===== src/pkg/fault_policy_pkg.sv =====
package fault_policy_pkg;
   // register offsets on the serial register port
   localparam logic [7:0] MODE_OFS  = 8'h10;
   localparam logic [7:0] SFE_OFS   = 8'h12;
   localparam logic [7:0] RETRY_OFS = 8'h16;
   localparam logic [7:0] CLR_OFS   = 8'h17;

   // reset values and writable bit masks (bit 15 handled apart)
   localparam logic [15:0] MODE_RST   = 16'h0015;
   localparam logic [15:0] SFE_RST    = 16'h0553;
   localparam logic [15:0] RETRY_RST  = 16'h0003;
   localparam logic [15:0] MODE_WMASK = 16'h1FFF;
   localparam logic [15:0] SFE_WMASK  = 16'h07D3;
   localparam logic [15:0] RETRY_WMASK = 16'h000F;

   // field positions
   localparam int PARITY_BIT   = 15;
   localparam int SUP_WARN_LSB = 11;
   localparam int OV_LSB       = 9;
   localparam int SER_BIT      = 7;
   localparam int OC_LSB       = 4;
   localparam int UV_LSB       = 2;
   localparam int OT_LSB       = 0;
   localparam int NRDY_EN_BIT  = 10;
   localparam int FET_EN_BIT   = 9;
   localparam int SUP_EN_BIT   = 7;
   localparam int QUICK_LSB    = 0;
   localparam int LONG_LSB     = 2;
   localparam int CLR_BIT      = 0;

   // fault channel indices
   localparam int CH_SUP_WARN = 0;
   localparam int CH_OV       = 1;
   localparam int CH_SER      = 2;
   localparam int CH_OC       = 3;
   localparam int CH_UV       = 4;
   localparam int CH_OT       = 5;
   localparam int CH_NRDY     = 6;
   localparam int CH_FET_HOT  = 7;
   localparam int NUM_CH      = 8;

   // timing: one retry tick is 0.5 ms at the 250 MHz clock
   localparam int CLK_MHZ     = 250;
   localparam int TICK_US     = 500;
   localparam int TICK_CYCLES = TICK_US * CLK_MHZ;
   localparam int QUICK_US [4] = '{500, 1000, 2000, 5000};
   localparam int LONG_MS  [4] = '{500, 1000, 2000, 5000};
   localparam int RETRY_CNT_W = 14;

   // per channel state
   typedef enum logic [1:0] {
      CH_IDLE  = 2'b01,
      CH_HELD  = 2'b10
   } ch_state_t;
endpackage


===== src/pkg/retry_tick_if.sv =====
`timescale 1ns/1ps
interface retry_tick_if;
   logic tick;   // one-cycle 0.5 ms enable
   modport src (output tick);
   modport dst (input tick);
endinterface


===== src/rtl/retry_tick_gen.sv =====
`timescale 1ns/1ps
module retry_tick_gen #(
   parameter int TICK_CYCLES = fault_policy_pkg::TICK_CYCLES
) (
   input  wire logic  i_sys_clk,   // device clock
   input  wire logic  i_rst,       // async reset, high
   retry_tick_if.src  tick_out     // tick enable
);
   logic [31:0] div_reg;
   logic        tick_reg;

   // free running divider, one-cycle pulse each TICK_CYCLES
   always_ff @(posedge i_sys_clk or posedge i_rst) begin
      if (i_rst) begin
         div_reg  <= 32'h0;
         tick_reg <= 1'b0;
      end else if (div_reg == 32'(TICK_CYCLES - 1)) begin
         div_reg  <= 32'h0;
         tick_reg <= 1'b1;
      end else begin
         div_reg  <= div_reg + 32'h1;
         tick_reg <= 1'b0;
      end
   end

   assign tick_out.tick = tick_reg;
endmodule


===== src/rtl/fault_response_policy.sv =====
// Summary of operation
// - with parity checking on, bit 15 of each control register is parity
// - supply warn mode: 0 slow retry, 1 fast retry, 2 report only, 3 off
// - overvoltage mode: 0 Hi-Z slow retry, 1 Hi-Z fast retry
// - serial fault bit clear reports and latches only; set disables it
// - overcurrent mode resets to 1: 0 slow, 1 fast, 3 report only
// - overcurrent mode 2 holds Hi-Z until the clear command
// - undervoltage mode resets to 1: 0 slow retry, 1 fast retry
// - overtemperature mode: 0 Hi-Z slow retry, 1 Hi-Z fast retry
// - not-ready enable, reset 1, lets the not-ready fault be raised
// - FET hot warning enable, reset 0, gates that fault
// - supply low warning enable, reset 0, gates that fault
// - fast retry time selectable 0.5, 1, 2 or 5 ms
// - slow retry time selectable 0.5, 1, 2 or 5 s
// - writing 1 to the clear bit clears latches; bit self-returns to 0
`timescale 1ns/1ps
module fault_response_policy #(
   parameter int TICK_CYCLES = fault_policy_pkg::TICK_CYCLES
) (
   input  wire logic        i_sys_clk,            // device clock
   input  wire logic        i_rst,                // async reset, high
   input  wire logic        i_parity_check_enable, // parity mode on
   input  wire logic        i_reg_wr,             // register write strobe
   input  wire logic        i_reg_rd,             // register read strobe
   input  wire logic [7:0]  i_reg_addr,           // register offset
   input  wire logic [15:0] i_reg_wdata,          // write data
   input  wire logic [7:0]  i_fault_detect,       // raw fault conditions
   output logic      [15:0] o_reg_rdata,          // read data, registered
   output logic             o_reg_rvalid,         // read data valid
   output logic      [7:0]  o_fault_latched,      // latched status
   output logic             o_predriver_hiz,      // pre-driver tri-state
   output logic             o_fault_indicator_n   // fault pin, low active
);
   localparam int NCH = fault_policy_pkg::NUM_CH;
   localparam int CW  = fault_policy_pkg::RETRY_CNT_W;

   generate
      if (TICK_CYCLES < 2) begin : g_bad_tick
         $error("TICK_CYCLES must be at least 2");
      end
   endgenerate

   logic [15:0] mode_reg;
   logic [15:0] sfe_reg;
   logic [15:0] retry_reg;
   logic        clr_reg;
   logic [NCH-1:0] latched_reg;
   logic [NCH-1:0] hiz_reg;
   logic [NCH-1:0] ch_report;
   logic [NCH-1:0] ch_hiz;
   logic [NCH-1:0] ch_auto;
   logic [NCH-1:0] ch_fast;
   logic [15:0] wr_par;
   logic [15:0] rd_keep;
   logic [CW-1:0] quick_target;
   logic [CW-1:0] long_target;

   retry_tick_if tick_bus ();

   retry_tick_gen #(
      .TICK_CYCLES (TICK_CYCLES)
   ) u_tick (
      .i_sys_clk (i_sys_clk),
      .i_rst     (i_rst),
      .tick_out  (tick_bus)
   );

   // retry length in 0.5 ms ticks for a two-bit code
   function automatic logic [CW-1:0] quick_ticks(input logic [1:0] code);
      quick_ticks = CW'(fault_policy_pkg::QUICK_US[code]
                        / fault_policy_pkg::TICK_US);
   endfunction

   function automatic logic [CW-1:0] long_ticks(input logic [1:0] code);
      long_ticks = CW'((fault_policy_pkg::LONG_MS[code] * 1000)
                       / fault_policy_pkg::TICK_US);
   endfunction

   // parity bit kept only while parity checking is on
   assign wr_par = i_parity_check_enable ?
                   (i_reg_wdata & 16'h8000) : 16'h0000;

   // bit 15 reads as zero while parity checking is off
   assign rd_keep = i_parity_check_enable ? 16'hFFFF : 16'h7FFF;

   // control register writes
   always_ff @(posedge i_sys_clk or posedge i_rst) begin
      if (i_rst) begin
         mode_reg  <= fault_policy_pkg::MODE_RST;
         sfe_reg   <= fault_policy_pkg::SFE_RST;
         retry_reg <= fault_policy_pkg::RETRY_RST;
      end else if (i_reg_wr) begin
         case (i_reg_addr)
            fault_policy_pkg::MODE_OFS: begin
               mode_reg <= (i_reg_wdata & fault_policy_pkg::MODE_WMASK)
                           | wr_par;
            end
            fault_policy_pkg::SFE_OFS: begin
               sfe_reg <= (i_reg_wdata & fault_policy_pkg::SFE_WMASK)
                          | wr_par;
            end
            fault_policy_pkg::RETRY_OFS: begin
               retry_reg <= (i_reg_wdata & fault_policy_pkg::RETRY_WMASK)
                            | wr_par;
            end
            default: begin
               mode_reg <= mode_reg;
            end
         endcase
      end
   end

   // clear command: one-cycle pulse, bit never stores
   always_ff @(posedge i_sys_clk or posedge i_rst) begin
      if (i_rst) begin
         clr_reg <= 1'b0;
      end else begin
         clr_reg <= i_reg_wr && (i_reg_addr == fault_policy_pkg::CLR_OFS)
                    && i_reg_wdata[fault_policy_pkg::CLR_BIT];
      end
   end

   // register read port, one cycle latency, unmapped reads zero
   always_ff @(posedge i_sys_clk or posedge i_rst) begin
      if (i_rst) begin
         o_reg_rdata  <= 16'h0000;
         o_reg_rvalid <= 1'b0;
      end else begin
         o_reg_rvalid <= i_reg_rd;
         if (i_reg_rd) begin
            case (i_reg_addr)
               fault_policy_pkg::MODE_OFS:  o_reg_rdata <= mode_reg & rd_keep;
               fault_policy_pkg::SFE_OFS:   o_reg_rdata <= sfe_reg & rd_keep;
               fault_policy_pkg::RETRY_OFS: o_reg_rdata <= retry_reg & rd_keep;
               default:                     o_reg_rdata <= 16'h0000;
            endcase
         end
      end
   end

   // retry lengths from the retry time register
   always_comb begin
      quick_target = quick_ticks(
         retry_reg[fault_policy_pkg::QUICK_LSB +: 2]);
      long_target = long_ticks(
         retry_reg[fault_policy_pkg::LONG_LSB +: 2]);
   end

   // decode each class into report, tri-state, auto retry and speed
   always_comb begin
      logic [1:0] m2;
      logic [2:0] m3;
      m2 = 2'b00;
      m3 = 3'b000;
      ch_report = '0;
      ch_hiz    = '0;
      ch_auto   = '0;
      ch_fast   = '0;
      // supply low warning
      m2 = mode_reg[fault_policy_pkg::SUP_WARN_LSB +: 2];
      ch_report[fault_policy_pkg::CH_SUP_WARN] =
         sfe_reg[fault_policy_pkg::SUP_EN_BIT] && (m2 != 2'h3);
      ch_hiz[fault_policy_pkg::CH_SUP_WARN]  = (m2 < 2'h2);
      ch_auto[fault_policy_pkg::CH_SUP_WARN] = (m2 < 2'h2);
      ch_fast[fault_policy_pkg::CH_SUP_WARN] = (m2 == 2'h1);
      // overvoltage, reserved codes act as code 0
      m2 = mode_reg[fault_policy_pkg::OV_LSB +: 2];
      ch_report[fault_policy_pkg::CH_OV] = 1'b1;
      ch_hiz[fault_policy_pkg::CH_OV]    = 1'b1;
      ch_auto[fault_policy_pkg::CH_OV]   = 1'b1;
      ch_fast[fault_policy_pkg::CH_OV]   = (m2 == 2'h1);
      // serial interface fault: report only or disabled
      ch_report[fault_policy_pkg::CH_SER] =
         !mode_reg[fault_policy_pkg::SER_BIT];
      // overcurrent, reserved codes act as code 0
      m3 = mode_reg[fault_policy_pkg::OC_LSB +: 3];
      ch_report[fault_policy_pkg::CH_OC] = 1'b1;
      ch_hiz[fault_policy_pkg::CH_OC]    = (m3 != 3'h3);
      ch_auto[fault_policy_pkg::CH_OC]   = (m3 < 3'h2) || (m3 > 3'h3);
      ch_fast[fault_policy_pkg::CH_OC]   = (m3 == 3'h1);
      // undervoltage
      m2 = mode_reg[fault_policy_pkg::UV_LSB +: 2];
      ch_report[fault_policy_pkg::CH_UV] = 1'b1;
      ch_hiz[fault_policy_pkg::CH_UV]    = 1'b1;
      ch_auto[fault_policy_pkg::CH_UV]   = 1'b1;
      ch_fast[fault_policy_pkg::CH_UV]   = (m2 == 2'h1);
      // overtemperature
      m2 = mode_reg[fault_policy_pkg::OT_LSB +: 2];
      ch_report[fault_policy_pkg::CH_OT] = 1'b1;
      ch_hiz[fault_policy_pkg::CH_OT]    = 1'b1;
      ch_auto[fault_policy_pkg::CH_OT]   = 1'b1;
      ch_fast[fault_policy_pkg::CH_OT]   = (m2 == 2'h1);
      // enable-only faults, report and latch
      ch_report[fault_policy_pkg::CH_NRDY] =
         sfe_reg[fault_policy_pkg::NRDY_EN_BIT];
      ch_report[fault_policy_pkg::CH_FET_HOT] =
         sfe_reg[fault_policy_pkg::FET_EN_BIT];
   end

   // per class latch, tri-state hold and retry timer
   generate
      for (genvar c = 0; c < NCH; c++) begin : g_ch
         logic [CW-1:0] cnt_reg;
         logic [CW-1:0] target;
         logic          raise;
         logic          expire;

         assign raise  = i_fault_detect[c] && ch_report[c];
         assign target = ch_fast[c] ? quick_target : long_target;
         assign expire = ch_auto[c] && latched_reg[c] && tick_bus.tick
                         && (cnt_reg + CW'(1) >= target);

         // retry timer counts ticks while latched in an auto retry class, restarts on expiry
         always_ff @(posedge i_sys_clk or posedge i_rst) begin
            if (i_rst) begin
               cnt_reg <= '0;
            end else if (!latched_reg[c] || !ch_auto[c] || expire) begin
               cnt_reg <= '0;
            end else if (tick_bus.tick) begin
               cnt_reg <= cnt_reg + CW'(1);
            end
         end

         // latch: a new fault wins over retry expiry and clear
         always_ff @(posedge i_sys_clk or posedge i_rst) begin
            if (i_rst) begin
               latched_reg[c] <= 1'b0;
               hiz_reg[c]     <= 1'b0;
            end else if (raise) begin
               latched_reg[c] <= 1'b1;
               hiz_reg[c]     <= ch_hiz[c];
            end else if (clr_reg || expire || !ch_report[c]) begin
               latched_reg[c] <= 1'b0;
               hiz_reg[c]     <= 1'b0;
            end
         end
      end
   endgenerate

   // outputs from flip-flops
   always_ff @(posedge i_sys_clk or posedge i_rst) begin
      if (i_rst) begin
         o_fault_latched     <= '0;
         o_predriver_hiz     <= 1'b0;
         o_fault_indicator_n <= 1'b1;
      end else begin
         o_fault_latched     <= latched_reg;
         o_predriver_hiz     <= |hiz_reg;
         o_fault_indicator_n <= ~(|latched_reg);
      end
   end
endmodule


===== config.mk =====
export PLATFORM = sky130hd
export DESIGN_NAME = fault_response_policy
export DESIGN_NICKNAME = d
export VERILOG_FILES = /design/src/pkg/fault_policy_pkg.sv /design/src/pkg/retry_tick_if.sv /design/src/rtl/retry_tick_gen.sv /design/src/rtl/fault_response_policy.sv
export SDC_FILE = /design/constraint.sdc
export NUM_CORES = 1
export LEC_CHECK = 0
export ABC_AREA = 1
export BUFFER_PORTS_ARGS = -buffer_cell sky130_fd_sc_hd__buf_2
export CAP_MARGIN = 20
export CORE_UTILIZATION = 57
export CTS_CLUSTER_DIAMETER = 60
export DETAILED_ROUTE_END_ITERATION = 10
export PLACE_DENSITY = 0.78
export SLEW_MARGIN = 10
export SYNTH_ARGS = -nofsm -noshare
export SYNTH_HDL_FRONTEND = slang
export SYNTH_SLANG_ARGS = --single-unit

===== constraint.sdc =====
create_clock -name i_sys_clk -period 7.8 [get_ports i_sys_clk]
set_input_delay 0.39 -clock i_sys_clk [delete_from_list [all_inputs] [get_ports i_sys_clk]]
set_output_delay 0.39 -clock i_sys_clk [all_outputs]
set_load 0.05 [all_outputs]

; Word-level counts from Yosys, hierarchy flattened
; Cells that the tools add are included.
[op_classes]
n_addsub = 6
mul = 1
n_div = 2
n_lt_le_gt_ge = 10
eq_ne = 12
muxes = 47
bitwise = 9
n_reduce_logical = 65
[ops]
columns = operator, n
row1 = 14-bit two-way mux, 15
row2 = 32-bit two-way mux, 5
row3 = 32-bit binary-select mux with 2-bit select, 2
row4 = 14-bit by 1-bit adder with 14-bit output (second input constant), 5
row5 = 14-bit >= comparator, 5
row6 = 32-bit by 10-bit divider with 32-bit output (second input constant), 2
row7 = 16-bit AND, 3
row8 = 16-bit one-hot mux with 3 select lines, 1
row9 = 32-bit by 1-bit adder with 32-bit output (second input constant), 1
row10 = 32-bit by 17-bit == test with 1-bit output (second input constant), 1
row11 = 8-bit by 5-bit == test with 1-bit output (second input constant), 4
row12 = 32-bit by 8-bit multiplier with 29-bit output (second input constant), 1
row13 = 16-bit two-way mux, 2
row14 = 2-bit nonzero test, 13
row15 = 1-bit two-way mux, 22
row16 = 1-bit logical AND, 19
row17 = 1-bit logical OR, 17
row18 = 11-bit by 16-bit OR with 16-bit output, 1
row19 = 13-bit by 16-bit OR with 16-bit output, 1
row20 = 4-bit by 16-bit OR with 16-bit output, 1
row21 = 8-bit OR reduction, 2
row22 = 1-bit zero test, 11
row23 = 2-bit by 1-bit == test with 1-bit output (second input constant), 4
row24 = 3-bit >= comparator (second input constant), 2
row25 = 9 further kinds, 12
[totals]
register_bits = 192
out_inout_bits = 27
word_cells = 181

; Logic depth before layout (Yosys ltp)
; Gate-level depths: netlist (run 1).
[depth]
depth_word = 13
depth_mapped = 70

; By module
; A second synthesis (run 1) with hierarchy kept.
[unflattened]
hier_cells = 1885
hier_area_um2 = 13115.1
[modules_own_cells]
columns = mod, instances, cells_per_inst, area_per_inst_um2
row1 = fault_response_policy, 1, 1586, 11063.1
row2 = retry_tick_gen, 1, 299, 2052.0

; Worst setup path before layout (run 1)
; No wires, ideal clock.
[synth_timing]
kind = flip-flop to flip-flop
startpoint = register retry_reg[2]
endpoint = register g_ch[3].cnt_reg[1]
setup_ps = 83
arrival_time_ps = 7342
slack_ps = 376
path_stages_with_launch = 57
cell_sequence = dfrtp_1 > ha_1 > inv_1 > clkbuf_1 > ha_1 > inv_1 > nand4_1 > nand2_1 > nand3_1 > nand3_2 > nand3_2 > nand2_4 > nand4_4 > nand2_1 > nand2_1 > nand2_4 > nand4_4 > nand2_1 > (+21 left out) > nand4_1 > nand2_1 > ha_1 > inv_1 > nor2_1 > o21ai_0 > o211a_1 > o21ai_0 > a221oi_1 > nor2_1 > a211oi_1 > o211ai_1 > nand2_1 > inv_1 > nor2_1 > clkbuf_1 > nand3_1 > o21ai_0
[synth_via]
elab_chain_len = 11
word_cells_on_any_way = 12
classes_between = mul (1) / div (1) / order compare (1) / mux (5) / bitwise (1) / reduce/logical (3)
[synth_lines]
columns = element, line
row1 = from (decl), fault_response_policy.sv:45  ; logic [15:0] retry_reg;
row2 = from (signal assigned), fault_response_policy.sv:91  ; retry_reg <= fault_policy_pkg::RETRY_RST;
row3 = from (signal assigned), fault_response_policy.sv:103  ; retry_reg <= (i_reg_wdata & fault_policy_pkg::RETRY_WMASK)
row4 = 2-bit inverter with 3-bit output (implied by the code) *, fault_response_policy.sv:75  ; long_ticks = CW'((fault_policy_pkg::LONG_MS[code] * 1000)
row5 = 32-bit binary-select mux with 2-bit select *, fault_response_policy.sv:75
row6 = 32-bit two-way mux (implied by the code) * (2 in a row), fault_response_policy.sv:75
row7 = 32-bit by 8-bit multiplier with 29-bit output *, fault_response_policy.sv:75
row8 = 32-bit by 10-bit divider with 32-bit output *, fault_response_policy.sv:76  ; / fault_policy_pkg::TICK_US);
row9 = 14-bit two-way mux *, fault_response_policy.sv:209  ; assign target = ch_fast[c] ? quick_target : long_target;
row10 = 14-bit >= comparator *, fault_response_policy.sv:211  ; && (cnt_reg + CW'(1) >= target);
row11 = 1-bit logical AND *, fault_response_policy.sv:211
row12 = 1-bit logical OR *, fault_response_policy.sv:217  ; end else if (!latched_reg[c] || !ch_auto[c] || expire) begin
row13 = 14-bit two-way mux or 2-bit nonzero test (tied branches), -
row14 = to (signal assigned), fault_response_policy.sv:220  ; cnt_reg <= cnt_reg + CW'(1);
row15 = to (decl), fault_response_policy.sv:203  ; logic [CW-1:0] cnt_reg;
; Every way passes the cells marked *; elsewhere a longest branch is shown, timed or not. The select of a mux whose other input is x is not followed.
; A chain may end at the register's enable or synchronous reset.

; Worst setup path after layout (run 1)
[layout_timing]
startpoint = register retry_reg[3]
endpoint = register g_ch[3].cnt_reg[0]
; The elaborated chain is that of the path after synthesis.

==> flow_summary.yaml, run 1 <==
timing:
  slew_headroom_pct: 20.4
  rsz0062_at_grt: "yes"
  setup_slack_ns: -0.156
  min_period_ns: 7.96
  final-setup-viol-count: 29
  slew_violations: 0
  hold_viol: 0
  fin_skew_ns: 0.0148
  fmax_mhz: 126
  whs_ns: 0.0649
  tightest_slew_ns: 1.19
  finalCritPeriodShare_pct: 102
place:
  dp.cells: 2178
  gp_congestion: 0.916
  dp_slack_ns: -0.181
  io_buffers: 59
  hpwl_mm: 24.9
power_and_ir_drop:
  switching_share_pct: 38.1
  comb_power_share_pct: 36.5
  irDropWorstVdd_uv: 138
  finalPower_mw: 2.72
  power_density_nw_per_um2: 174
  p_int_mw: 1.69
  clkPwrFrac_pct: 30.7
  seqPwrFrac_pct: 32.8
  p_sw_mw: 1.04
  p_leak_nw: 7.91
clock_tree:
  root_buffer: "clkbuf_16"
  htreeDepth: 4
  cts.path.max_buffers: 2
  clock-sinks: 167
  cts-buffers-inserted: 17
  cts_hold_buf: 0
  cts_tree: "built"
  clk_pin_slew_ns: 0.07
  clkLatencyLatePin_ns: 0.44
routing:
  first_pass_iters: 6
  vias: 13200
  first_iter_violations: 1128
  dr_wl_met2_mm: 17.7
  wl_met3_mm: 2.51
  wl_met1_mm: 15.3
  ant_nets: 0
  drc: 0
  avgViaCountPerCell: 5.82
  drt-total-wl_mm: 36.5
  highest_layer: "met4"
  wl_per_cell_microns: 16.2
logic_synthesis:
  ys_seq_area_share_pct: 32.2
  syn-cell-area_sq_um: 13000
  synth-edff-count: 0
  synth_cell_type_count: 57
  async_reset_ff_share_pct: 100
  synthTopCellsByArea: "dfrtp_1, nand2_1, ha_1, inv_1, nand3_1"
  yosys.area_share.simple_pct: 32.1
  synth_top_cell_area_share_pct: 29.8
  yosys.area_share.adder_pct: 9.71
  synth_compound_gate_area_share_pct: 10.7
  yosys_most_used_dff: "dfrtp_1"
  yosysWarnings: 0
  avgSynthCellArea_sq_um: 7.08
  synth_xor_xnor_area_share_pct: 4.98
  postSynthCellCount: 1838
  muxShareOfSynthArea_pct: 0.173
  yosysTopAreaCell: "dfrtp_1"
  ys_ff_latch: 167
  synth_top_family_by_area: "simple AND/OR/NAND/NOR gates"
setup_path:
  cp.arrival_ns: 8.29
  worstPathMaxFanout: 7
  max_stage_delay_ns: 0.49
  crit_path_frequent_cell: "nand2_2"
  worstPathRequired_ns: 8.13
  cp_slowest_cell: "dfrtp_2"
  endpoint_kind: "flip-flop"
  r2r_slack_ns: -0.16
  start_kind: "flip-flop"
  worstSetupPathType: "reg -> reg"
floorplanning:
  floorplan.die_area_sq_um: 23400
  rows: 54
  die_width_microns: 153
  fp.dieH_microns: 153
  initial_core_util_pct: 58.9
  core_region_area_sq_um: 22100
  io_pins: 64
global_route:
  antenna_found_initial: 0
  grt_max_degree: 87
  first_global_vias: 12000
  grt-ovfl-total: 0
  grt_pass1_wl_mm: 55.9
  grt_util_all_layers_pct: 29.3
final_layout:
  fill_cells: 1726
  multi_input_area_sq_um: 8350
  num_antenna_cells: 0
  seqCellArea_sq_um: 4200
  layout_common_cells: "nand2_1, inv_1, dfrtp_1"
  syn_to_final_growth_pct: 20.4
  fin_util_pct: 71.0
  final_common_cell: "nand2_1"
  layout-drive-gt1-share_pct: 20.5
  final_cell_count_no_fill: 2260
  nets: 2105
  largest_register_ff_count: 70
hold_path:
  min_path_type: "in -> async"
outcome:
  run_status: "finished, violations left"
  violations: "negative setup slack"
flow_run:
  drv_cap: 0
## path summary, 6_finish.rpt
path / cells past startpoint / to / start
max: 61 / g_ch[3].cnt_reg[0] / retry_reg[3]
min: 2 / o_predriver_hiz / i_rst
max reg2reg: 61 / g_ch[3].cnt_reg[0] / retry_reg[3]
min reg2reg: 0 / o_fault_latched[0] / latched_reg[0]
max in group asynchronous: 4 / mode_reg[4] / i_rst
min in group i_sys_clk: 2 / hiz_reg[3] / i_fault_detect[3]
## cell type report
cell class	count	share of cell area [%]
multi-input combinational	1337	53.3
sequential	167	26.8
inverter	291	7.11
timing repair buffer	151	6.86
clock buffer	19	2.83
tap	280	2.23
clock inverter	13	0.822
timing repair inverter	2	0.0958
## routing by layer
metal  global-route usage, %  vias to the layer above
li1                        -                     6313
met1                    37.9                     6243
met2                    48.8                      500
met3                    4.65                       96
met4                    12.1                        0
met5                       0                        -
## synth_stat cells (3+ instances only)
cell type    n
o21ai_0    122
clkinv_1     9
a31oi_1      6
nand3_1    191
dfrtp_1    155
nor4_1      16
o2111ai_1    4
a21oi_1     57
clkbuf_1    35
inv_2        7
buf_6        4
buf_2        6
ha_1       101
o22ai_1     16
nand4_2      3
nand3_4      3
dfstp_2     12
nand2_4      3
nand3_2      7
o211ai_1     4
a221oi_1     3
nor2_4       8
nor2_1     137
xnor2_1      6
nand3b_1     7
nor3_1      35
o221ai_1     5
o31ai_1      5
nand2_2     11
o21bai_1     5
nand2_1    428
xor2_1      68
nand4_1     51
inv_1      275
## power groups by stage
stage               sequential [mW]  clock (mW)  combinational [mW]
detailed placement            0.908           0               0.756
floorplan                     0.909           0               0.568
global placement              0.907           0               0.736
CTS                           0.892       0.844               0.778
global route                  0.894       0.879                1.08
finish                        0.893       0.837               0.993
## through the flow
step,instance area [sq um],TNS [ns]
floorplan,13000,0
global placement,13800,-0.00420
detailed placement,13800,-3.64
CTS,14500,0
global route,15700,-33.57
finish,15700,-2.26
## cells by family (layout without fill, tap and decap cells)
| family | after synthesis | count (layout) |
|---|---|---|
| fa+ha+maj | 101 | 101 |
| mux | 2 | 2 |
| simple gates | 909 | 913 |
| xor+xnor | 74 | 74 |
| other cells | 1 | 2 |
| flops | 167 | 167 |
| compound gates | 245 | 245 |
| buf+inv | 339 | 476 |
## timing repair
item | in CTS | in global routing
cloned | 1 | 8
buffers inserted | 3 | 37
resized for setup | 9 | 244
endpoints found under the setup margin | 35 | 77
pin swaps | 1 | 90
## worst max-delay path, delay by kind of cell, from the launching register on
kind	cells	cell delay (ns)
and+or+nand+nor	43	4.82
DFF	1	0.49
adders and majority gates	3	0.67
buffers and inverters	7	0.75
AOI/OAI and AO/OA	8	1.09
Power figures use the tool's default switching activity.
==> run 2: changes to the inputs <==
==> constraint.sdc (replaced) <==
create_clock -name i_sys_clk -period 7.8 [get_ports i_sys_clk]
set_input_delay 1.56 -clock i_sys_clk [delete_from_list [all_inputs] [get_ports i_sys_clk]]
set_output_delay 1.56 -clock i_sys_clk [all_outputs]
set_load 0.05 [all_outputs]
==> run 2 against run 1 <==
Non-clock buffer count rose by 5. Via count fell by 0.25%. Critical endpoint is now g_ch[3].cnt_reg[1]. Design area rose by 0.86%. Combinational power barely moved. Sequential share of layout area fell by 0.23 points. Die area did not move. The run still ends with negative setup slack left.
==> flow_summary.yaml, run 2 (synthesis gave the netlist of run 1 again) <==
place:
  hpwl_mm: 24.1
  gp_congestion: 0.937
  io_buffers: 59
  placed_cell_area_sq_um: 13900
global_route:
  grt_util_all_layers_pct: 28.8
  grt_max_degree: 87
  grt_pass1_wl_mm: 55.6
  first_global_vias: 11800
  antenna_found_initial: 0
  grt-ovfl-total: 0
power_and_ir_drop:
  p_leak_nw: 7.97
  irDropWorstVdd_uv: 172
  finalPower_mw: 2.80
  p_sw_mw: 1.03
  power_density_nw_per_um2: 177
  seqPwrFrac_pct: 31.9
  clkPwrFrac_pct: 32.6
  switching_share_pct: 36.8
  p_int_mw: 1.77
  comb_power_share_pct: 35.4
hold_path:
  hold_end: "o_fault_latched[0]"
  worstHoldStart: "latched_reg[0]"
  hold_depth: 0
  min_path_type: "reg -> reg"
timing:
  slew_headroom_pct: 27.0
  rsz0062_at_grt: "yes"
  setup_slack_ns: -0.108
  slew_violations: 0
  finalCritPeriodShare_pct: 101
  min_period_ns: 7.91
  whs_ns: 0.385
  tightest_slew_ns: 1.09
  fin_skew_ns: 0.0133
  final-setup-viol-count: 27
  hold_viol: 0
  fmax_mhz: 126
routing:
  first_pass_iters: 5
  first_iter_violations: 1148
  drt-total-wl_mm: 36.5
  ant_nets: 0
  wl_per_cell_microns: 16.1
  drc: 0
  avgViaCountPerCell: 5.79
  vias: 13100
floorplanning:
  io_pins: 64
  die_width_microns: 153
  rows: 54
  core_region_area_sq_um: 22100
  floorplan.die_area_sq_um: 23400
  initial_core_util_pct: 58.9
  fp.dieH_microns: 153
setup_path:
  start_kind: "flip-flop"
  worstSetupPathType: "reg -> reg"
  cp.arrival_ns: 8.24
  regToRegStartpoint: "retry_reg[3]"
  worstPathMaxFanout: 7
  worstReg2RegEnd: "g_ch[3].cnt_reg[1]"
  max_stage_delay_ns: 0.48
  worstPathRequired_ns: 8.13
  r2r_slack_ns: -0.11
  cp_slowest_cell: "dfrtp_2"
  rr_worst_depth: 64
  endpoint_kind: "flip-flop"
clock_tree:
  htreeDepth: 4
  clock-sinks: 167
  cts_hold_buf: 0
  cts_tree: "built"
  cts.path.max_buffers: 2
  root_buffer: "clkbuf_16"
  cts-buffers-inserted: 17
  clkLatencyLatePin_ns: 0.45
  clk_pin_slew_ns: 0.07
outcome:
  violations: "negative setup slack"
  run_status: "finished, violations left"
final_layout:
  layout-drive-gt1-share_pct: 21.1
  syn_to_final_growth_pct: 21.5
  final_common_cell: "nand2_1"
  fill_cells: 1683
  fin_area_sq_um: 15800
  nets: 2109
  num_antenna_cells: 0
  layout_common_cells: "nand2_1, inv_1, dfrtp_1"
  largest_register_ff_count: 70
flow_run:
  drv_cap: 0
run 2: power groups by stage:
stage / Combinational [mW] / Sequential (mW) / Clock [mW]
2_1_floorplan: 0.568 / 0.909 / 0
3_5_place_dp: 0.765 / 0.907 / 0
3_3_place_gp: 0.746 / 0.907 / 0
4_1_cts: 0.781 / 0.891 / 0.920
5_1_grt: 1.09 / 0.893 / 0.953
6_report: 0.991 / 0.892 / 0.913
run 2: cell type report:
class / count / area, sq um / area share [%]
inverter: 291 / 1120 / 7.07
multi-input combinational: 1336 / 8370 / 52.9
sequential: 167 / 4200 / 26.5
clock inverter: 13 / 180 / 1.14
tap: 280 / 350 / 2.22
clock buffer: 19 / 453 / 2.86
timing repair inverter: 2 / 15.0 / 0.0950
timing repair buffer: 156 / 1130 / 7.13
run 2: how the worst max path moves through the flow:
stage	startpoint	end	cells after the start
4_1_cts	retry_reg[2]	g_ch[3].cnt_reg[1]	65
6_report	retry_reg[3]	g_ch[3].cnt_reg[1]	64
5_1_grt	retry_reg[3]	g_ch[0].cnt_reg[1]	64
3_3_place_gp	retry_reg[2]	g_ch[3].cnt_reg[4]	63
2_1_floorplan	retry_reg[2]	g_ch[3].cnt_reg[1]	56
3_5_place_dp	retry_reg[2]	g_ch[3].cnt_reg[8]	63
run 2: critical path, delay by kind of cell, from the launching register on:
kind / cells / cell delay (ns)
DFF: 1 / 0.48
buffers and inverters: 9 / 0.95
and+or+nand+nor: 44 / 4.67
adders and majority gates: 3 / 0.60
AOI/OAI and AO/OA: 8 / 1.07
run 2: layer usage:
metal / routed length [microns] / global-route usage [%]
met4: 1250 / 10.1
met2: 17700 / 48.0
met1: 15500 / 38.8
met3: 2080 / 3.37
met5: 0 / 0
run 2: timing repair:
action                     in CTS  in global routing
resized for setup              12                257
setup endpoints to repair      39                 77
gates cloned                    1                  6
setup buffers                   3                 38
pin swaps                       0                 68
run 2: per-stage QoR:
stage	TNS, ns	std cells	setup slack [ns]	utilization (%)
floorplan	0	1839	0.376	-
global placement	-1.50	2184	-0.0902	62.8
detailed placement	-3.90	2184	-0.168	62.8
CTS	0	2220	0.0280	66.0
global route	-30.00	2264	-0.638	71.6
finish	-1.32	2264	-0.108	71.6
